--- src/rtl/scfg_pkg.sv ---
// constants for the configuration-header register bank of the storage controller
// assumes a 32-bit AXI4-Lite register port and a 125 MHz controller clock
package scfg_pkg;
  // ==========================================================================
  // register indices (printed offsets; byte address is four times the index)
  // ==========================================================================
  localparam logic [5:0] IDX_SELF_TEST = 6'h0F; // self_test_control
  localparam logic [5:0] IDX_MEM_LO = 6'h10; // mem_window_lo
  localparam logic [5:0] IDX_MEM_HI = 6'h14; // mem_window_hi
  localparam logic [5:0] IDX_IO_PAIR = 6'h18; // io_pair_window
  localparam logic [5:0] IDX_VEND3 = 6'h1C; // first vendor window
  localparam logic [5:0] IDX_VEND4 = 6'h20; // second vendor window
  localparam logic [5:0] IDX_VEND5 = 6'h24; // third vendor window
  localparam logic [5:0] IDX_CIS = 6'h28; // cis_link_unused
  localparam logic [5:0] IDX_SUBSYS = 6'h2C; // subsystem_ident
  localparam logic [5:0] IDX_EXPANSION_ROM_WINDOW = 6'h30; // expansion_rom_window
  localparam logic [5:0] IDX_FEAT = 6'h34; // feature_list_head
  localparam logic [5:0] IDX_IRQ = 6'h3C; // interrupt_routing
  localparam logic [5:0] IDX_MIN_GNT = 6'h3E; // min_grant_unused
  // ==========================================================================
  // self-test byte fields
  // ==========================================================================
  localparam int ST_PRESENT_BIT = 7; // selftest_present
  localparam int ST_TRIGGER_BIT = 6; // selftest_trigger
  localparam int ST_RESULT_W = 4; // selftest_result width, bits 3:0
  // ==========================================================================
  // window field positions and reset values
  // ==========================================================================
  localparam int MEM_MIN_LOG2 = 14; // 16 KiB smallest memory window
  localparam int IO_BASE_LSB = 3; // 8-byte index/data pair
  localparam logic [31:0] WORD_ZERO = 32'h0000_0000; // reset and fixed zero
  localparam logic [1:0] KIND_32BIT = 2'h0; // mapping_kind: below 4 GiB
  localparam logic [1:0] KIND_64BIT = 2'h2; // mapping_kind: anywhere in 64-bit
  localparam logic [7:0] VECTOR_RESET = 8'h00; // irq_vector_note reset
  // ==========================================================================
  // bus answers
  // ==========================================================================
  localparam logic [1:0] RESP_OKAY = 2'h0;
  localparam logic [1:0] RESP_SLVERR = 2'h2;
  // ==========================================================================
  // timing
  // ==========================================================================
  localparam int CLK_PERIOD_PS = 8000; // 125 MHz
  localparam int SELFTEST_TIME_NS = 1000; // length of one built-in test run
  localparam int SELFTEST_CYCLES =
    (SELFTEST_TIME_NS * 1000 + CLK_PERIOD_PS - 1) / CLK_PERIOD_PS;
  localparam int STRAP_SETTLE = 3; // edges before straps are captured
endpackage : scfg_pkg

--- src/rtl/scfg_regs.sv ---
// configuration-header register bank, bytes 0Fh to 3Eh of the header
// assumes an AXI4-Lite master on sys_clk, straps on pins, and a test engine
// that presents its completion code on selftest_code in the same clock domain
`timescale 1ns/1ns
module scfg_regs #(
  parameter bit SELFTEST_IMPL = 1'b1, // self-test byte present
  parameter int SELFTEST_CYCLES = scfg_pkg::SELFTEST_CYCLES, // test run length
  parameter int MEM_WIN_LOG2 = scfg_pkg::MEM_MIN_LOG2, // window size, at least 14
  parameter bit BEHIND_BRIDGE = 1'b0, // endpoint behind a bridge
  parameter logic [1:0] MAP_KIND = scfg_pkg::KIND_64BIT, // mapping_kind value
  parameter bit IO_WINDOW = 1'b1, // third window is the io pair
  parameter bit EXPANSION_ROM_WINDOW_IMPL = 1'b0, // option ROM window present
  parameter logic [7:0] FEATURE_OFFSET = 8'h40, // first_feature_offset
  parameter logic [7:0] IRQ_PIN = 8'h01 // irq_pin_select
) (
  input wire logic sys_clk,
  input wire logic reset,
  // axi4-lite write address
  input wire logic [7:0] s_axi_awaddr,
  input wire logic s_axi_awvalid,
  output logic s_axi_awready,
  // axi4-lite write data
  input wire logic [31:0] s_axi_wdata,
  input wire logic [3:0] s_axi_wstrb,
  input wire logic s_axi_wvalid,
  output logic s_axi_wready,
  // axi4-lite write response
  output logic [1:0] s_axi_bresp,
  output logic s_axi_bvalid,
  input wire logic s_axi_bready,
  // axi4-lite read address
  input wire logic [7:0] s_axi_araddr,
  input wire logic s_axi_arvalid,
  output logic s_axi_arready,
  // axi4-lite read data
  output logic [31:0] s_axi_rdata,
  output logic [1:0] s_axi_rresp,
  output logic s_axi_rvalid,
  input wire logic s_axi_rready,
  // strap pins, asynchronous to sys_clk
  input wire logic [15:0] subsystem_number,
  input wire logic [15:0] subsystem_maker_number,
  // built-in test engine
  input wire logic [3:0] selftest_code,
  output logic selftest_busy,
  // decoded placements for the address decoders
  output logic [63:0] mem_window_base,
  output logic [31:0] io_pair_base,
  output logic [31:0] option_rom_addr,
  output logic [7:0] irq_vector_note
);
  // ==========================================================================
  // helpers
  // ==========================================================================
  // byte-lane merge of a write into an old word, restricted to writable bits
  function automatic logic [31:0] merge_wr(input logic [31:0] old_v,
    input logic [31:0] wd, input logic [3:0] strb, input logic [31:0] wmask);
    logic [31:0] lanes;
    lanes = {{8{strb[3]}}, {8{strb[2]}}, {8{strb[1]}}, {8{strb[0]}}} & wmask;
    merge_wr = (wd & lanes) | (old_v & ~lanes);
  endfunction : merge_wr

  // index of a register from a byte address
  function automatic logic [5:0] idx_of(input logic [7:0] addr);
    idx_of = addr[7:2];
  endfunction : idx_of

  // writable masks; fixed bits never reach storage
  localparam logic [31:0] MEM_LO_WMASK = 32'hFFFF_FFFF << MEM_WIN_LOG2;
  localparam logic [31:0] MEM_HI_WMASK = BEHIND_BRIDGE ? 32'h0 : 32'hFFFF_FFFF;
  localparam logic [31:0] IO_WMASK = IO_WINDOW ?
    (32'hFFFF_FFFF << scfg_pkg::IO_BASE_LSB) : 32'hFFFF_FFFE;
  localparam logic [31:0] EXPANSION_ROM_WINDOW_WMASK = EXPANSION_ROM_WINDOW_IMPL ? 32'hFFFF_FFFF : 32'h0;
  localparam logic [1:0] KIND_EFF = BEHIND_BRIDGE ? scfg_pkg::KIND_32BIT : MAP_KIND;
  localparam logic [15:0] ST_CNT_LAST = 16'(SELFTEST_CYCLES - 1);

  // ==========================================================================
  // bus slave state
  // ==========================================================================
  logic aw_have_r; // write address held
  logic [5:0] aw_idx_r; // held write index
  logic w_have_r; // write data held
  logic [31:0] w_data_r; // held write data
  logic [3:0] w_strb_r; // held byte strobes
  logic bvalid_r; // write answer pending
  logic [1:0] bresp_r; // write answer code
  logic rvalid_r; // read answer pending
  logic [1:0] rresp_r; // read answer code
  logic [31:0] rdata_r; // read answer data
  logic [5:0] rd_idx_r; // index of the answered read, for checks

  // one write and one read at most; new address waits for the answer to drain
  assign s_axi_awready = !aw_have_r && !bvalid_r;
  assign s_axi_wready = !w_have_r && !bvalid_r;
  assign s_axi_arready = !rvalid_r;
  assign s_axi_bvalid = bvalid_r;
  assign s_axi_bresp = bresp_r;
  assign s_axi_rvalid = rvalid_r;
  assign s_axi_rresp = rresp_r;
  assign s_axi_rdata = rdata_r;

  wire aw_fire = s_axi_awvalid && s_axi_awready;
  wire w_fire = s_axi_wvalid && s_axi_wready;
  wire ar_fire = s_axi_arvalid && s_axi_arready;
  wire wr_go = aw_have_r && w_have_r && !bvalid_r; // write takes effect here

  // decode of the held write index
  wire wr_st = wr_go && (aw_idx_r == scfg_pkg::IDX_SELF_TEST);
  wire wr_mlo = wr_go && (aw_idx_r == scfg_pkg::IDX_MEM_LO);
  wire wr_mhi = wr_go && (aw_idx_r == scfg_pkg::IDX_MEM_HI);
  wire wr_io = wr_go && (aw_idx_r == scfg_pkg::IDX_IO_PAIR);
  wire wr_expansion_rom_window = wr_go && (aw_idx_r == scfg_pkg::IDX_EXPANSION_ROM_WINDOW);
  wire wr_irq = wr_go && (aw_idx_r == scfg_pkg::IDX_IRQ);
  wire wr_vend = wr_go && (aw_idx_r == scfg_pkg::IDX_VEND3 ||
    aw_idx_r == scfg_pkg::IDX_VEND4 || aw_idx_r == scfg_pkg::IDX_VEND5);
  wire [1:0] vend_sel = 2'(aw_idx_r[5:2] - 4'h7); // 1Ch,20h,24h -> 0,1,2

  // ==========================================================================
  // storage
  // ==========================================================================
  logic [31:0] mem_lo_r; // only writable bits stored
  logic [31:0] mem_hi_r;
  logic [31:0] io_r;
  logic [31:0] expansion_rom_window_r;
  logic [31:0] vend_r [0:2]; // vendor windows three to five
  logic [7:0] vector_r;
  logic st_trig_r; // selftest_trigger
  logic [3:0] st_res_r; // selftest_result
  logic [15:0] st_cnt_r; // cycles into the current run
  logic [31:0] ss_r; // captured subsystem identifiers
  logic ss_loaded_r; // straps captured since reset
  logic [1:0] settle_r; // edges since reset release
  logic [31:0] strap_s1_r, strap_s2_r; // two-stage strap synchroniser

  // ==========================================================================
  // write address and data capture, either order
  // ==========================================================================
  always_ff @(posedge sys_clk) begin
    if (reset) begin
      aw_have_r <= 1'b0;
      w_have_r <= 1'b0;
    end else begin
      // a held half is released when the response is issued
      if (aw_fire) aw_have_r <= 1'b1;
      else if (wr_go) aw_have_r <= 1'b0;
      if (w_fire) w_have_r <= 1'b1;
      else if (wr_go) w_have_r <= 1'b0;
    end
  end

  // payload registers need no reset; flags above qualify them
  always_ff @(posedge sys_clk) begin
    if (aw_fire) aw_idx_r <= idx_of(s_axi_awaddr);
    if (w_fire) begin
      w_data_r <= s_axi_wdata;
      w_strb_r <= s_axi_wstrb;
    end
  end

  // a write to an index outside the map is answered with an error
  wire wr_mapped = (aw_idx_r == scfg_pkg::IDX_SELF_TEST) || wr_mlo || wr_mhi || wr_io ||
    wr_vend || wr_expansion_rom_window || wr_irq || (aw_idx_r == scfg_pkg::IDX_CIS) ||
    (aw_idx_r == scfg_pkg::IDX_SUBSYS) || (aw_idx_r == scfg_pkg::IDX_FEAT) ||
    (aw_idx_r == scfg_pkg::IDX_MIN_GNT);

  // write response follows both halves
  always_ff @(posedge sys_clk) begin
    if (reset) begin
      bvalid_r <= 1'b0;
      bresp_r <= scfg_pkg::RESP_OKAY;
    end else if (wr_go) begin
      bvalid_r <= 1'b1;
      bresp_r <= wr_mapped ? scfg_pkg::RESP_OKAY : scfg_pkg::RESP_SLVERR;
    end else if (s_axi_bready) begin
      bvalid_r <= 1'b0;
    end
  end

  // ==========================================================================
  // placement registers
  // ==========================================================================
  // placement bits
  always_ff @(posedge sys_clk) begin
    if (reset) mem_lo_r <= scfg_pkg::WORD_ZERO;
    else if (wr_mlo) mem_lo_r <= merge_wr(mem_lo_r, w_data_r, w_strb_r, MEM_LO_WMASK);
  end

  always_ff @(posedge sys_clk) begin
    if (reset) mem_hi_r <= scfg_pkg::WORD_ZERO;
    else if (wr_mhi) mem_hi_r <= merge_wr(mem_hi_r, w_data_r, w_strb_r, MEM_HI_WMASK);
  end

  always_ff @(posedge sys_clk) begin
    if (reset) io_r <= scfg_pkg::WORD_ZERO;
    else if (wr_io) io_r <= merge_wr(io_r, w_data_r, w_strb_r, IO_WMASK);
  end

  always_ff @(posedge sys_clk) begin
    if (reset) expansion_rom_window_r <= scfg_pkg::WORD_ZERO;
    else if (wr_expansion_rom_window) expansion_rom_window_r <= merge_wr(expansion_rom_window_r, w_data_r, w_strb_r, EXPANSION_ROM_WINDOW_WMASK);
  end

  always_ff @(posedge sys_clk) begin
    if (reset) begin
      for (int i = 0; i < 3; i++) vend_r[i] <= scfg_pkg::WORD_ZERO;
    end else if (wr_vend) begin
      vend_r[vend_sel] <= merge_wr(vend_r[vend_sel], w_data_r, w_strb_r, 32'hFFFF_FFFF);
    end
  end

  always_ff @(posedge sys_clk) begin
    if (reset) vector_r <= scfg_pkg::VECTOR_RESET;
    else if (wr_irq && w_strb_r[0]) vector_r <= w_data_r[7:0];
  end

  // ==========================================================================
  // self-test sequencing
  // ==========================================================================
  // a host write of one while a run is going is ignored; the run is not restarted
  wire st_start = SELFTEST_IMPL && wr_st && w_strb_r[0] &&
    w_data_r[scfg_pkg::ST_TRIGGER_BIT] && !st_trig_r;
  wire st_done = st_trig_r && (st_cnt_r == ST_CNT_LAST);

  always_ff @(posedge sys_clk) begin
    if (reset) begin
      st_trig_r <= 1'b0;
      st_cnt_r <= 16'h0000;
      st_res_r <= 4'h0;
    end else if (st_start) begin
      st_trig_r <= 1'b1;
      st_cnt_r <= 16'h0000;
    end else if (st_done) begin
      st_trig_r <= 1'b0;
      st_res_r <= selftest_code;
    end else if (st_trig_r) begin
      st_cnt_r <= st_cnt_r + 16'h0001;
    end
  end
  assign selftest_busy = st_trig_r;

  // ==========================================================================
  // strap capture at initialisation
  // ==========================================================================
  // straps pass two flops; capture waits until the second stage holds a sample
  always_ff @(posedge sys_clk) begin
    strap_s1_r <= {subsystem_number, subsystem_maker_number};
    strap_s2_r <= strap_s1_r;
  end

  always_ff @(posedge sys_clk) begin
    if (reset) begin
      settle_r <= 2'h0;
      ss_loaded_r <= 1'b0;
      ss_r <= scfg_pkg::WORD_ZERO;
    end else if (!ss_loaded_r) begin
      settle_r <= settle_r + 2'h1;
      if (settle_r == 2'(scfg_pkg::STRAP_SETTLE - 1)) begin
        ss_loaded_r <= 1'b1;
        ss_r <= strap_s2_r;
      end
    end
  end

  // ==========================================================================
  // read views
  // ==========================================================================
  // absent byte zero
  wire [7:0] st_view = SELFTEST_IMPL ?
    {1'b1, st_trig_r, 2'b00, st_res_r} : 8'h00;
  wire [31:0] mem_lo_view = {mem_lo_r[31:4], 1'b0, KIND_EFF, 1'b0};
  wire [31:0] io_view = {io_r[31:1], IO_WINDOW};
  wire [31:0] irq_view = {16'h0000, IRQ_PIN, vector_r};

  assign mem_window_base = {mem_hi_r, mem_lo_view[31:4], 4'h0};
  assign io_pair_base = IO_WINDOW ? {io_r[31:3], 3'b000} : 32'h0;
  assign option_rom_addr = expansion_rom_window_r;
  assign irq_vector_note = vector_r;

  // read mux; words fall through to zero
  wire [5:0] ar_idx = idx_of(s_axi_araddr);
  logic [31:0] rd_word;
  logic rd_hit;
  always_comb begin
    rd_word = scfg_pkg::WORD_ZERO;
    rd_hit = 1'b1;
    unique case (ar_idx)
      scfg_pkg::IDX_SELF_TEST: rd_word = {24'h0, st_view};
      scfg_pkg::IDX_MEM_LO: rd_word = mem_lo_view;
      scfg_pkg::IDX_MEM_HI: rd_word = mem_hi_r;
      scfg_pkg::IDX_IO_PAIR: rd_word = io_view;
      scfg_pkg::IDX_VEND3: rd_word = vend_r[0];
      scfg_pkg::IDX_VEND4: rd_word = vend_r[1];
      scfg_pkg::IDX_VEND5: rd_word = vend_r[2];
      scfg_pkg::IDX_CIS: rd_word = scfg_pkg::WORD_ZERO;
      scfg_pkg::IDX_SUBSYS: rd_word = ss_r;
      scfg_pkg::IDX_EXPANSION_ROM_WINDOW: rd_word = expansion_rom_window_r;
      scfg_pkg::IDX_FEAT: rd_word = {24'h0, FEATURE_OFFSET};
      scfg_pkg::IDX_IRQ: rd_word = irq_view;
      scfg_pkg::IDX_MIN_GNT: rd_word = scfg_pkg::WORD_ZERO;
      default: rd_hit = 1'b0;
    endcase
  end

  // read answer registered on the same edge that takes the address
  always_ff @(posedge sys_clk) begin
    if (reset) begin
      rvalid_r <= 1'b0;
      rresp_r <= scfg_pkg::RESP_OKAY;
      rdata_r <= scfg_pkg::WORD_ZERO;
      rd_idx_r <= 6'h00;
    end else if (ar_fire) begin
      rvalid_r <= 1'b1;
      rresp_r <= rd_hit ? scfg_pkg::RESP_OKAY : scfg_pkg::RESP_SLVERR;
      rdata_r <= rd_word;
      rd_idx_r <= ar_idx;
    end else if (s_axi_rready) begin
      rvalid_r <= 1'b0;
    end
  end

  // ==========================================================================
  // checks
  // ==========================================================================
  AST_SELFTEST_ABSENT: assert property (
    @(posedge sys_clk) disable iff (reset)
    (!SELFTEST_IMPL && rvalid_r && rd_idx_r == scfg_pkg::IDX_SELF_TEST) |-> rdata_r == 32'h0)
    else $error("absent self-test byte read nonzero");

  AST_SELFTEST_FLAG: assert property (
    @(posedge sys_clk) disable iff (reset)
    (SELFTEST_IMPL && rvalid_r && rd_idx_r == scfg_pkg::IDX_SELF_TEST) |->
      rdata_r[scfg_pkg::ST_PRESENT_BIT])
    else $error("self-test present flag not set");

  AST_SELFTEST_ENDS: assert property (
    @(posedge sys_clk) disable iff (reset)
    (st_trig_r && st_cnt_r == ST_CNT_LAST) |=> !st_trig_r && st_res_r == $past(selftest_code))
    else $error("self-test trigger not cleared at end of run");

  AST_RESULT_ONLY_AT_END: assert property (
    @(posedge sys_clk) disable iff (reset)
    (!$stable(st_res_r) && !$past(reset)) |-> $past(st_done))
    else $error("self-test result changed outside completion");

  AST_MEM_LO_FIXED: assert property (
    @(posedge sys_clk) disable iff (reset)
    mem_lo_view[13:0] == {11'h000, KIND_EFF, 1'b0} &&
      mem_lo_view[MEM_WIN_LOG2 - 1:0] == 14'({KIND_EFF, 1'b0}))
    else $error("memory window low bits not fixed");

  AST_MEM_HI_WRITE: assert property (
    @(posedge sys_clk) disable iff (reset)
    (wr_mhi && w_strb_r == 4'hF && !BEHIND_BRIDGE) |=>
      mem_window_base[63:32] == $past(w_data_r) && s_axi_bvalid)
    else $error("upper window write not stored");

  AST_IO_FLAG: assert property (
    @(posedge sys_clk) disable iff (reset)
    IO_WINDOW |-> io_view[2:0] == 3'b001)
    else $error("io window low bits wrong");

  AST_SUBSYS_HOLD: assert property (
    @(posedge sys_clk) disable iff (reset)
    ($past(ss_loaded_r) && ss_loaded_r) |-> $stable(ss_r))
    else $error("subsystem identifiers changed after capture");

  AST_VECTOR_KEEP: assert property (
    @(posedge sys_clk) disable iff (reset)
    !(wr_irq && w_strb_r[0]) |=> $stable(vector_r))
    else $error("vector note changed without a write");

  AST_FIXED_READS_ZERO: assert property (
    @(posedge sys_clk) disable iff (reset)
    (rvalid_r && (rd_idx_r == scfg_pkg::IDX_MIN_GNT || rd_idx_r == scfg_pkg::IDX_CIS)) |->
      rdata_r == 32'h0 && rresp_r == scfg_pkg::RESP_OKAY)
    else $error("unsupported word read nonzero");

  AST_BVALID_HOLDS: assert property (
    @(posedge sys_clk) disable iff (reset)
    (s_axi_bvalid && !s_axi_bready) |=> s_axi_bvalid && $stable(s_axi_bresp))
    else $error("write answer dropped before taken");
endmodule : scfg_regs

--- config.mk ---
export PLATFORM = sky130hd
export DESIGN_NAME = scfg_regs
export DESIGN_NICKNAME = d
export VERILOG_FILES = /design/src/rtl/scfg_pkg.sv /design/src/rtl/scfg_regs.sv
export SDC_FILE = /design/constraint.sdc
export NUM_CORES = 1
export LEC_CHECK = 0
export BUFFER_PORTS_ARGS = -buffer_cell sky130_fd_sc_hd__buf_2
export CAP_MARGIN = 0
export CELL_PAD_IN_SITES_DETAIL_PLACEMENT = 0
export CELL_PAD_IN_SITES_GLOBAL_PLACEMENT = 2
export CORE_ASPECT_RATIO = 1.75
export CORE_UTILIZATION = 30
export CTS_CLUSTER_DIAMETER = 100
export DETAILED_ROUTE_END_ITERATION = 12
export PLACE_DENSITY = 0.66
export SETUP_SLACK_MARGIN = 0.02
export SYNTH_ARGS = -nofsm -noshare
export SYNTH_HDL_FRONTEND = slang
export SYNTH_SLANG_ARGS = --single-unit
--- constraint.sdc ---
create_clock -name sys_clk -period 2.7 [get_ports sys_clk]
set_input_delay 0 -clock sys_clk [delete_from_list [all_inputs] [get_ports sys_clk]]
set_output_delay 0 -clock sys_clk [all_outputs]
set_load 0.005 [all_outputs]
After elaboration in Yosys (flattened, before gate mapping)
Memory sizes are Yosys's and may differ from the RTL's.
Cells that the tools add are included.
{"block": "word_totals", "regBits": 306, "ram_bits": 96, "in_bits": 95, "output_inout_bits": 178, "word_cells": 141, "n_memories": 1}
{"block": "classes", "n_addsub": 3, "n_eq_ne": 28, "muxes": 23, "n_bitwise": 17, "n_reduce_logical": 47}
{"memory": "vend_r", "words": 3, "word_bits": 32, "rd": 4, "rd_clocked_by_memory_dff": 0, "wr": 3, "line": "scfg_regs.sv:125", "source": "logic [31:0] vend_r [0:2];"}
{"operator": "$pmux 32 s10", "n": 1}
{"operator": "$and 32x32->32", "n": 7}
{"operator": "$or 32x32->32", "n": 4}
{"operator": "$eq 6x6->1 const B", "n": 16}
{"operator": "$not 32->32", "n": 3}
{"operator": "$eq 6x5->1 const B", "n": 8}
{"operator": "$mux 32", "n": 1}
{"operator": "$reduce_or 32->1", "n": 1}
{"operator": "$logic_and 1x1->1", "n": 19}
{"operator": "$mux 1", "n": 18}
{"operator": "$add 16x1->16 const B", "n": 1}
{"operator": "$eq 16x7->1 const B", "n": 1}
{"operator": "$reduce_or 13->1", "n": 1}
{"operator": "$eq 6x4->1 const B", "n": 2}
{"operator": "$logic_or 1x1->1", "n": 12}
{"operator": "$reduce_bool 2->1", "n": 5}
{"operator": "$mux 2", "n": 3}
{"operator": "$reduce_and 2->1", "n": 3}
{"operator": "$logic_not 1->1", "n": 5}
{"operator": "$not 1->1", "n": 3}
{"operator": "$add 2x1->2 const B", "n": 1}
{"operator": "$eq 2x2->1 const B", "n": 1}
{"operator": "$reduce_or 2->1", "n": 1}
{"operator": "$sub 2x2->2 const B", "n": 1}

Longest topological paths before layout
Gate-level depths: netlist of run 1.
{"block": "depth", "ltp_word": 14, "depth_mapped": 10, "ltp_nobuf": 7}

Worst setup path after synthesis of run 1
OpenSTA, ideal clock, no wires.
{"block": "synth_timing", "path_type": "register to register", "from": "register aw_idx_r[2]", "to": "memory vend_r[2][0], enable pin", "setup_ns": 0.390, "t_arrival_ns": 2.410, "required_ns": 2.310, "path_slack_ns": -0.100, "path_stages_with_launch": 9, "path_buffers": 2, "synth_period_minus_slack_ns": 2.800, "path_cell_list": "edfxtp_1 > buf_2 > buf_2 > inv_1 > ha_1 > o21ai_0 > a21oi_2 > nand2_2 > or2b_1"}
{"item": "from (decl)", "line": "scfg_regs.sv:81", "source": "logic [5:0] aw_idx_r;"}
{"item": "from (signal assigned)", "line": "scfg_regs.sv:153", "source": "if (aw_fire) aw_idx_r <= idx_of(s_axi_awaddr);"}
{"item": "to (decl)", "line": "scfg_regs.sv:125"}

==> results of run 1 <==
[metal layers]
layer	track usage, %	up-vias	part of all wire (%)
li1	-	5882	-
met1	23.1	6157	41
met2	35.8	381	51
met3	2.83	103	4.2
met4	8.16	0	3.6
met5	0	-	0
[where the power goes]
part,internal (W),switching [W],total (W)
registers,0.00681,0.000199,0.00701
logic,0.000550,0.000848,0.00140
clock network,0.00365,0.00256,0.00621
total,0.0110,0.00360,0.0146
[stage by stage]
stage / hold WS (ns) / utilization [%] / setup WS, ns
after floorplan: 0.0277 / - / 0.160
after global placement: 0.105 / 33.7 / 0.450
after detailed placement: 0.104 / 33.7 / 0.426
after CTS: 0.0329 / 37.8 / 0.392
after global routing: 0.0537 / 37.8 / 0.267
final: 0.0660 / 37.8 / 0.360
[what timing repair did]
| item | 4_1_cts | 5_1_grt |
|---|---|---|
| gates resized for setup | 0 | 0 |
| hold buffers | 86 | 0 |
| setup endpoints to repair | 0 | 0 |
| hold endpoints to repair | 94 | 0 |
[cells in the mapped netlist (5+ instances only)]
cell      number
a211oi_1       6
a21oi_1      137
a221oi_1       6
a22o_1        10
a22oi_1        7
buf_2         27
buf_4         55
buf_6         11
clkbuf_1      45
dfxtp_1      245
edfxtp_1     170
ha_1           8
inv_1         43
mux2_2         5
mux2i_1      100
mux4_2        48
nand2_1      186
nand2b_1       5
nand3_1       75
nand4_1        5
nor2_1       175
nor2b_1        5
nor3_1         8
o21ai_0       29
o21ai_1       19
o22ai_1        5
xor2_1         9
[layout by cell type (no fill, tap or decap), types with 47 or more instances in the layout]
cell           synthesis  final
clkbuf_16              0     47
buf_2                 27    215
mux4_2                48     48
nand3_1               75     75
mux2i_1              100    100
nand2_1              186    186
edfxtp_1             170    170
a21oi_1              137    137
dfxtp_1              245    245
dlygate4sd3_1          0     86
nor2_1               175    174
conb_1                 1     51
[kinds of logic after synthesis]
logic type / Yosys count / share of synthesized area (%)
XOR/XNOR: 13 / 0.669
buffers and inverters: 184 / 6.02
adder cells (fa/ha/maj): 8 / 0.588
flip-flops: 415 / 58.8
AND/OR/NAND/NOR: 501 / 13.3
other: 1 / 0.0220
multiplexers: 153 / 12.6
AO/OA/AOI/OAI: 241 / 8.10
[area by class of cell]
cell class | instances | area, um2
repair buffers | 357 | 2490
multi-input cells | 967 | 6220
well taps | 702 | 878
clock buffers | 64 | 1310
inverters | 43 | 161
clock inverters | 14 | 153
flip-flops and latches | 415 | 10000
fillers | 5543 | 34900
[path summary, 6_finish.rpt]
kind	from	end	slack, ns	cells after the start
hold / removal	subsystem_number[15]	strap_s1_r[31]	0.07	2
setup reg to reg	aw_idx_r[0]	flop	0.36	6
hold reg to reg	strap_s1_r[22]	strap_s2_r[22]	0.33	0
setup / recovery	aw_idx_r[0]	flop	0.36	6
==> impl_metrics.env, run 1 <==
export IMPL_wl_um=57100
export IMPL_synth_flop_cell="dfxtp_1"
export IMPL_rsz0062_at_grt="no"
export IMPL_finClkSkew_ns=0.0111
export IMPL_overflow=0
export IMPL_io_pins=273
export IMPL_drcViolationCount=0
export IMPL_cts_setup_buffers=0
export IMPL_cts_path_max_buffers=3
export IMPL_synth_edff_count=170
export IMPL_post_route_period_util_pct=86.7
export IMPL_grt_max_degree=140
export IMPL_setup_tns_ns=0
export IMPL_p_per_area_nw_per_um2=688
export IMPL_diodes=0
export IMPL_std_cell_rows=115
export IMPL_cts_reportedPaths_clkPinSlew_ns=0.07
export IMPL_critPathSlowestCell="or4b_4"
export IMPL_antenna_found_initial=0
export IMPL_netlist_area_um2=17000
export IMPL_die_x_um=182
export IMPL_setup_viol=0
export IMPL_syn_instance_count=1516
export IMPL_grt_pass1_wl_um=83300
export IMPL_path_delay_family="simple AND/OR/NAND/NOR gates"
export IMPL_htree_num_levels=2
export IMPL_port_buffers=217
export IMPL_synth_seq_cells=415
export IMPL_cp_start_kind="flop"
export IMPL_vias_per_cell=4.89
export IMPL_critPathKind="reg -> reg"
export IMPL_initial_core_util_pct=30.4
export IMPL_grt_pass1_vias=12800
export IMPL_crit_arrival_ns=2.75
export IMPL_ys_warn_count=0
export IMPL_critPathMaxFanout=33
export IMPL_relSlewSlack_pct=48.3
export IMPL_outcome="completed"
export IMPL_vias=12500
export IMPL_async_flop_share_pct=0
export IMPL_cp_common_cell="nand2_1"
export IMPL_dpl_hpwl_um=38200
export IMPL_dpl_cell_area_um2=18900
export IMPL_drive_gt1_share_pct=22.6
export IMPL_syn2layout_area_growth_pct=24.7
export IMPL_yosysSeqAreaShare_pct=58.8
export IMPL_synth_area_leaders="edfxtp_1 30%, dfxtp_1 29%, mux4_2 6.3%"
export IMPL_route_antenna_remaining_nets=0
export IMPL_period_needed_ns=2.34
export IMPL_grt_use_total_pct=19.7
export IMPL_globalplace_congestion=0.774
export IMPL_endpoint_kind="flop"
export IMPL_min_path_type="in -> reg"
export IMPL_worstMarginPinSlew_ns=0.773
export IMPL_cts_sinks=415
export IMPL_dieArea_um2=57800
export IMPL_cts_tree="built"
export IMPL_clk_latency_ns=0.57
export IMPL_design_core_area_um2=56100
export IMPL_wl_per_cell_um=22.3
export IMPL_die_h_um=317
export IMPL_place_inst=2398
export IMPL_yosysUniqueCellTypes=74
export IMPL_hold_viol=0
export IMPL_cts_buffers=42
export IMPL_path_buf_inv=1
export IMPL_cts_root_buffer="clkbuf_16"
export IMPL_leakage_nw=8.52
export IMPL_power_total_w=0.0146
export IMPL_layoutNonFillerInstCount=2562
export IMPL_cpPeakStageDelay_ns=0.59
export IMPL_dr_pass1_iters=6
export IMPL_drt_iter0_markers=670
export IMPL_yosysTopAreaCell="edfxtp_1"
export IMPL_maxCapViolCount=0
export IMPL_stdcell_area_um2=21200
export IMPL_crit_required_ns=3.11
export IMPL_drv_slew=0
export IMPL_crit_chain="or4b_4 -> nor3_4 -> buf_12 -> nand2_1 -> nand2_1 -> a21oi_1"
export IMPL_syn_area_per_cell_um2=11.2
export IMPL_ir_worst_vdd_v=0.000354
export IMPL_fmax_ghz=0.427
export IMPL_nets=1929
export IMPL_synth_top_area_share_pct=30.0
No activity file was read; power rests on OpenSTA's default activity.
==> run 2, diff against run 1 <==
CTS_BUF_LIST = sky130_fd_sc_hd__clkbuf_8   (was unset)
==> run 2 against run 1 <==
Effect of this change: total power shrank 4.6%; flip-flop and latch count is the same; sequential power is essentially flat; fmax shrank 0.50%; clock skew grew 0.019 ns; hold slack lost 0.00054 ns; wire length grew 0.91%; clock-buffer cell count grew 16.
==> impl_metrics.env, run 2 (synthesis results as in run 1) <==
export IMPL_cts_reportedPaths_clkPinSlew_ns=0.07
export IMPL_port_buffers=217
export IMPL_stdcell_area_um2=21400
export IMPL_initial_core_util_pct=30.4
export IMPL_grt_pass1_wl_um=84200
export IMPL_seq_area_um2=10000
export IMPL_die_x_um=182
export IMPL_vias=12900
export IMPL_dpl_cell_area_um2=18900
export IMPL_dpl_hpwl_um=38200
export IMPL_worstSetupStartpoint="aw_idx_r[5]"
export IMPL_design_core_area_um2=56100
export IMPL_rsz0062_at_grt="no"
export IMPL_multiInputGateArea_um2=6220
export IMPL_power_total_w=0.0139
export IMPL_vias_per_cell=4.89
export IMPL_finClkSkew_ns=0.0304
export IMPL_r2r_setup_slack_ns=0.35
export IMPL_min_path_type="in -> reg"
export IMPL_grt_max_degree=140
export IMPL_hold_viol=0
export IMPL_crit_chain="or4b_4 -> nor3_4 -> buf_12 -> nand2_1 -> nand2_1 -> a21oi_1"
export IMPL_endpoint_kind="flop"
export IMPL_cpPeakStageDelay_ns=0.57
export IMPL_mostFrequentLayoutCells="245 x dfxtp_1, 215 x buf_2, 186 x nand2_1"
export IMPL_outcome="completed"
export IMPL_p_per_area_nw_per_um2=650
export IMPL_wl_um=57600
export IMPL_worstMarginPinSlew_ns=0.783
export IMPL_critPathMaxFanout=33
export IMPL_relSlewSlack_pct=47.8
export IMPL_drive_gt1_share_pct=23.0
export IMPL_final_common_cell="dfxtp_1"
export IMPL_cts_root_buffer="clkbuf_8"
export IMPL_drv_slew=0
export IMPL_globalplace_congestion=0.774
export IMPL_min_path_cells=2
export IMPL_cp_common_cell="nand2_1"
export IMPL_htree_num_levels=3
export IMPL_io_pins=273
export IMPL_antenna_found_initial=1
export IMPL_grt_pass1_vias=13200
export IMPL_hold_start="subsystem_maker_number[0]"
export IMPL_cts_path_max_buffers=3
export IMPL_nets=1988
export IMPL_worstReg2RegStart="aw_idx_r[5]"
export IMPL_std_cell_rows=115
export IMPL_period_needed_ns=2.35
export IMPL_setup_viol=0
export IMPL_die_h_um=317
export IMPL_ir_worst_vdd_v=0.000269
export IMPL_syn2layout_area_growth_pct=25.9
export IMPL_dr_pass1_iters=5
export IMPL_grt_use_total_pct=20.0
export IMPL_route_antenna_remaining_nets=0
export IMPL_maxCapViolCount=0
export IMPL_critPathKind="reg -> reg"
export IMPL_cts_tree="built"
export IMPL_post_route_period_util_pct=87.1
export IMPL_critPathSlowestCell="or4b_4"
export IMPL_nFillCells=5582
export IMPL_clk_latency_ns=0.64
export IMPL_cp_start_kind="flop"
export IMPL_drcViolationCount=0
export IMPL_crit_arrival_ns=2.82
export IMPL_hold_ws_ns=0.0654
export IMPL_setup_tns_ns=0
export IMPL_fmax_ghz=0.425
export IMPL_cts_sinks=415
export IMPL_r2r_cells=6
export IMPL_wl_per_cell_um=21.8
export IMPL_crit_required_ns=3.17
export IMPL_min_to="strap_s1_r[0]"
export IMPL_dieArea_um2=57800
export IMPL_cts_buffers=68
export IMPL_leakage_nw=8.73
export IMPL_overflow=0
export IMPL_drt_iter0_markers=785
## run 2: changes by cell type in the layout (fill, tap and decap cells not counted), sizes merged
| cell | delta |
|---|---|
| dlygate4sd3 | +33 |
| diode | +1 |
| bufinv | -1 |
| inv | +28 |
| clkinvlp | +1 |
| clkinv | +2 |
| clkbuf | +16 |
## run 2: worst max-delay path: cells and delay by family, from the launching register on
kind	cells	cell delay, ns
AOI/OAI and AO/OA	1	0.08
DFF	1	0.48
and+or+nand+nor	4	1.31
buffers and inverters	1	0.27
## run 2: cell type report
type	count	share of cell area [%]
sequential	415	46.7
clock buffer	80	5.13
inverter	43	0.753
tap	702	4.10
multi-input combinational	967	29.0
clock inverter	44	1.14
timing repair buffer	390	13.2
antenna	1	0.0117
## run 2: where the power goes
| group | total, W | internal, W | switching, W |
|---|---|---|---|
| sequential | 0.00701 | 0.00681 | 0.000199 |
| clock | 0.00549 | 0.00289 | 0.00260 |
| combinational | 0.00143 | 0.000581 | 0.000853 |
| total | 0.0139 | 0.0103 | 0.00365 |
## run 2: timing repair
| item | in CTS | in global routing |
|---|---|---|
| endpoints found under the hold margin | 102 | 0 |
| hold buffers | 119 | 0 |
| buffers inserted | 0 | 0 |
| gates resized for setup | 0 | 0 |
## run 2: per-layer routing
layer | vias to the layer above | track usage (%) | part of all wire [%]
met5 | - | 0 | 0
met4 | 0 | 8.16 | 3.0
met3 | 90 | 3.31 | 4.5
met2 | 413 | 36.3 | 52
met1 | 6389 | 23.1 | 41
li1 | 6017 | - | -
## run 2: how the worst max path moves through the flow
stage	endpoint	slack [ns]
6_report	flop	0.35
5_1_grt	vend_r[0][19]	0.24
4_1_cts	flop	0.38
3_5_place_dp	flop	0.43
3_3_place_gp	flop	0.45
2_1_floorplan	vend_r[2][31]	0.16
## run 2: stage by stage
stage               std cells  setup slack [ns]  util [%]
CTS                      2641             0.376      38.2
detailed placement       2398             0.426      33.7
floorplan                1566             0.160         -
global route             2642             0.239      38.2
global placement         2398             0.450      33.7
finish                   2642             0.348      38.2
==> run 3, diff against run 2 <==
PLACE_DENSITY = 0.64   (was 0.66)
clock period = 3 ns   (was 2.7 ns; I/O delays follow)
==> run 3 against run 2 <==
Effect of this change: die area did not move; utilization rose by 0.22 points; combinational power down 9%; highest routed layer is now met5; fmax fell by 1.4%; sequential power fell by 10%; clock-buffer cell count unchanged.
==> impl_metrics.env, run 3 (synthesis results as in run 1) <==
export IMPL_outcome="completed"
export IMPL_overflow=0
export IMPL_cts_sinks=415
export IMPL_fmax_ghz=0.419
export IMPL_layoutNonFillerInstCount=2657
export IMPL_cts_path_max_buffers=3
export IMPL_syn2layout_area_growth_pct=26.6
export IMPL_p_per_area_nw_per_um2=584
export IMPL_route_antenna_remaining_nets=0
export IMPL_period_needed_ns=2.39
export IMPL_design_core_area_um2=56100
export IMPL_drcViolationCount=0
export IMPL_nets=2001
export IMPL_nFillCells=5595
export IMPL_ir_worst_vdd_v=0.000353
export IMPL_antenna_found_initial=3
export IMPL_endpoint_kind="flop"
export IMPL_hold_viol=0
export IMPL_finClkSkew_ns=0.0266
export IMPL_stdcell_area_um2=21600
export IMPL_mostFrequentLayoutCells="245 x dfxtp_1, 215 x buf_2, 186 x nand2_1"
export IMPL_cts_buffers=69
export IMPL_dpl_cell_area_um2=18800
export IMPL_setup_tns_ns=0
export IMPL_die_x_um=182
export IMPL_critPathMaxFanout=12
export IMPL_cts_tree="built"
export IMPL_wl_um=58700
export IMPL_die_h_um=317
export IMPL_cts_reportedPaths_clkPinSlew_ns=0.06
export IMPL_grt_max_degree=55
export IMPL_port_buffers=217
export IMPL_setup_viol=0
export IMPL_vias=12800
export IMPL_place_inst=2391
export IMPL_wl_per_cell_um=22.1
export IMPL_clk_latency_ns=0.66
export IMPL_dieArea_um2=57800
export IMPL_grt_pass1_vias=13200
export IMPL_dr_pass1_iters=5
export IMPL_globalplace_congestion=0.773
export IMPL_r2r_setup_slack_ns=0.61
export IMPL_rsz0062_at_grt="no"
export IMPL_grt_use_total_pct=20.4
export IMPL_critPathKind="reg -> reg"
export IMPL_final_common_cell="dfxtp_1"
export IMPL_cp_start_kind="flop"
export IMPL_leakage_nw=8.80
export IMPL_cts_root_buffer="clkbuf_8"
export IMPL_drv_slew=0
export IMPL_htree_num_levels=3
export IMPL_io_pins=273
export IMPL_worstMarginPinSlew_ns=0.796
export IMPL_drive_gt1_share_pct=22.4
export IMPL_grt_pass1_wl_um=85100
export IMPL_dpl_hpwl_um=38400
export IMPL_drt_iter0_markers=656
export IMPL_power_total_w=0.0126
export IMPL_initial_core_util_pct=30.4
export IMPL_post_route_period_util_pct=79.5
export IMPL_crit_arrival_ns=2.75
export IMPL_crit_required_ns=3.37
export IMPL_maxCapViolCount=0
export IMPL_min_path_type="in -> reg"
export IMPL_relSlewSlack_pct=47.0
export IMPL_vias_per_cell=4.83
export IMPL_std_cell_rows=115
export IMPL_cts_resized=0
==> run 3: where the power goes <==
part | internal (W) | switching [W]
Clock | 0.00261 | 0.00237
Sequential | 0.00613 | 0.000182
Combinational | 0.000530 | 0.000775
==> run 3: per-layer routing <==
layer | global-route usage [%] | wire length (um) | vias to the layer above
met5 | 0 | 34 | -
met4 | 8.31 | 1620 | 4
met3 | 3.28 | 2810 | 83
met2 | 37.3 | 30700 | 421
met1 | 23.4 | 23500 | 6276
li1 | - | - | 6042
==> run 3: timing repair <==
action | 4_1_cts | 5_1_grt
hold buffers | 138 | 0
setup buffers | 0 | 0
hold endpoints to repair | 123 | 0
==> run 3: through the flow <==
step	setup slack [ns]	hold slack [ns]	utilization, %
2_1_floorplan	0.200	0.0277	-
3_3_place_gp	0.630	0.104	33.6
3_5_place_dp	0.635	0.104	33.6
4_1_cts	0.545	0.000398	38.4
5_1_grt	0.441	0.0335	38.4
6_report	0.615	0.0610	38.4
==> run 3: path summary, 6_finish.rpt <==
check / endpoint / start / depth (start not counted)
setup / recovery: vend_r[1][13] / aw_idx_r[2] / 6
hold / removal: w_data_r[5] / s_axi_wdata[5] / 2
setup reg to reg: vend_r[1][13] / aw_idx_r[2] / 6
hold reg to reg: strap_s2_r[7] / strap_s1_r[7] / 0
==> run 3: final cells by class <==
cell class	instances	area (um2)	share of cell area, %
clock buffer	80	1100	5.10
sequential	415	10000	46.4
inverter	43	161	0.748
tap	702	878	4.07
antenna	1	2.50	0.0116
multi-input combinational	967	6220	28.9
timing repair buffer	402	2940	13.6
clock inverter	47	254	1.18
==> run 3: critical path: stages (launching register included) <==
cell,delay [ns]
edfxtp_1,0.43
inv_1,0.11
ha_2,0.63
buf_12,0.23
mux4_2,0.30
mux2i_1,0.30
nor2_1,0.10
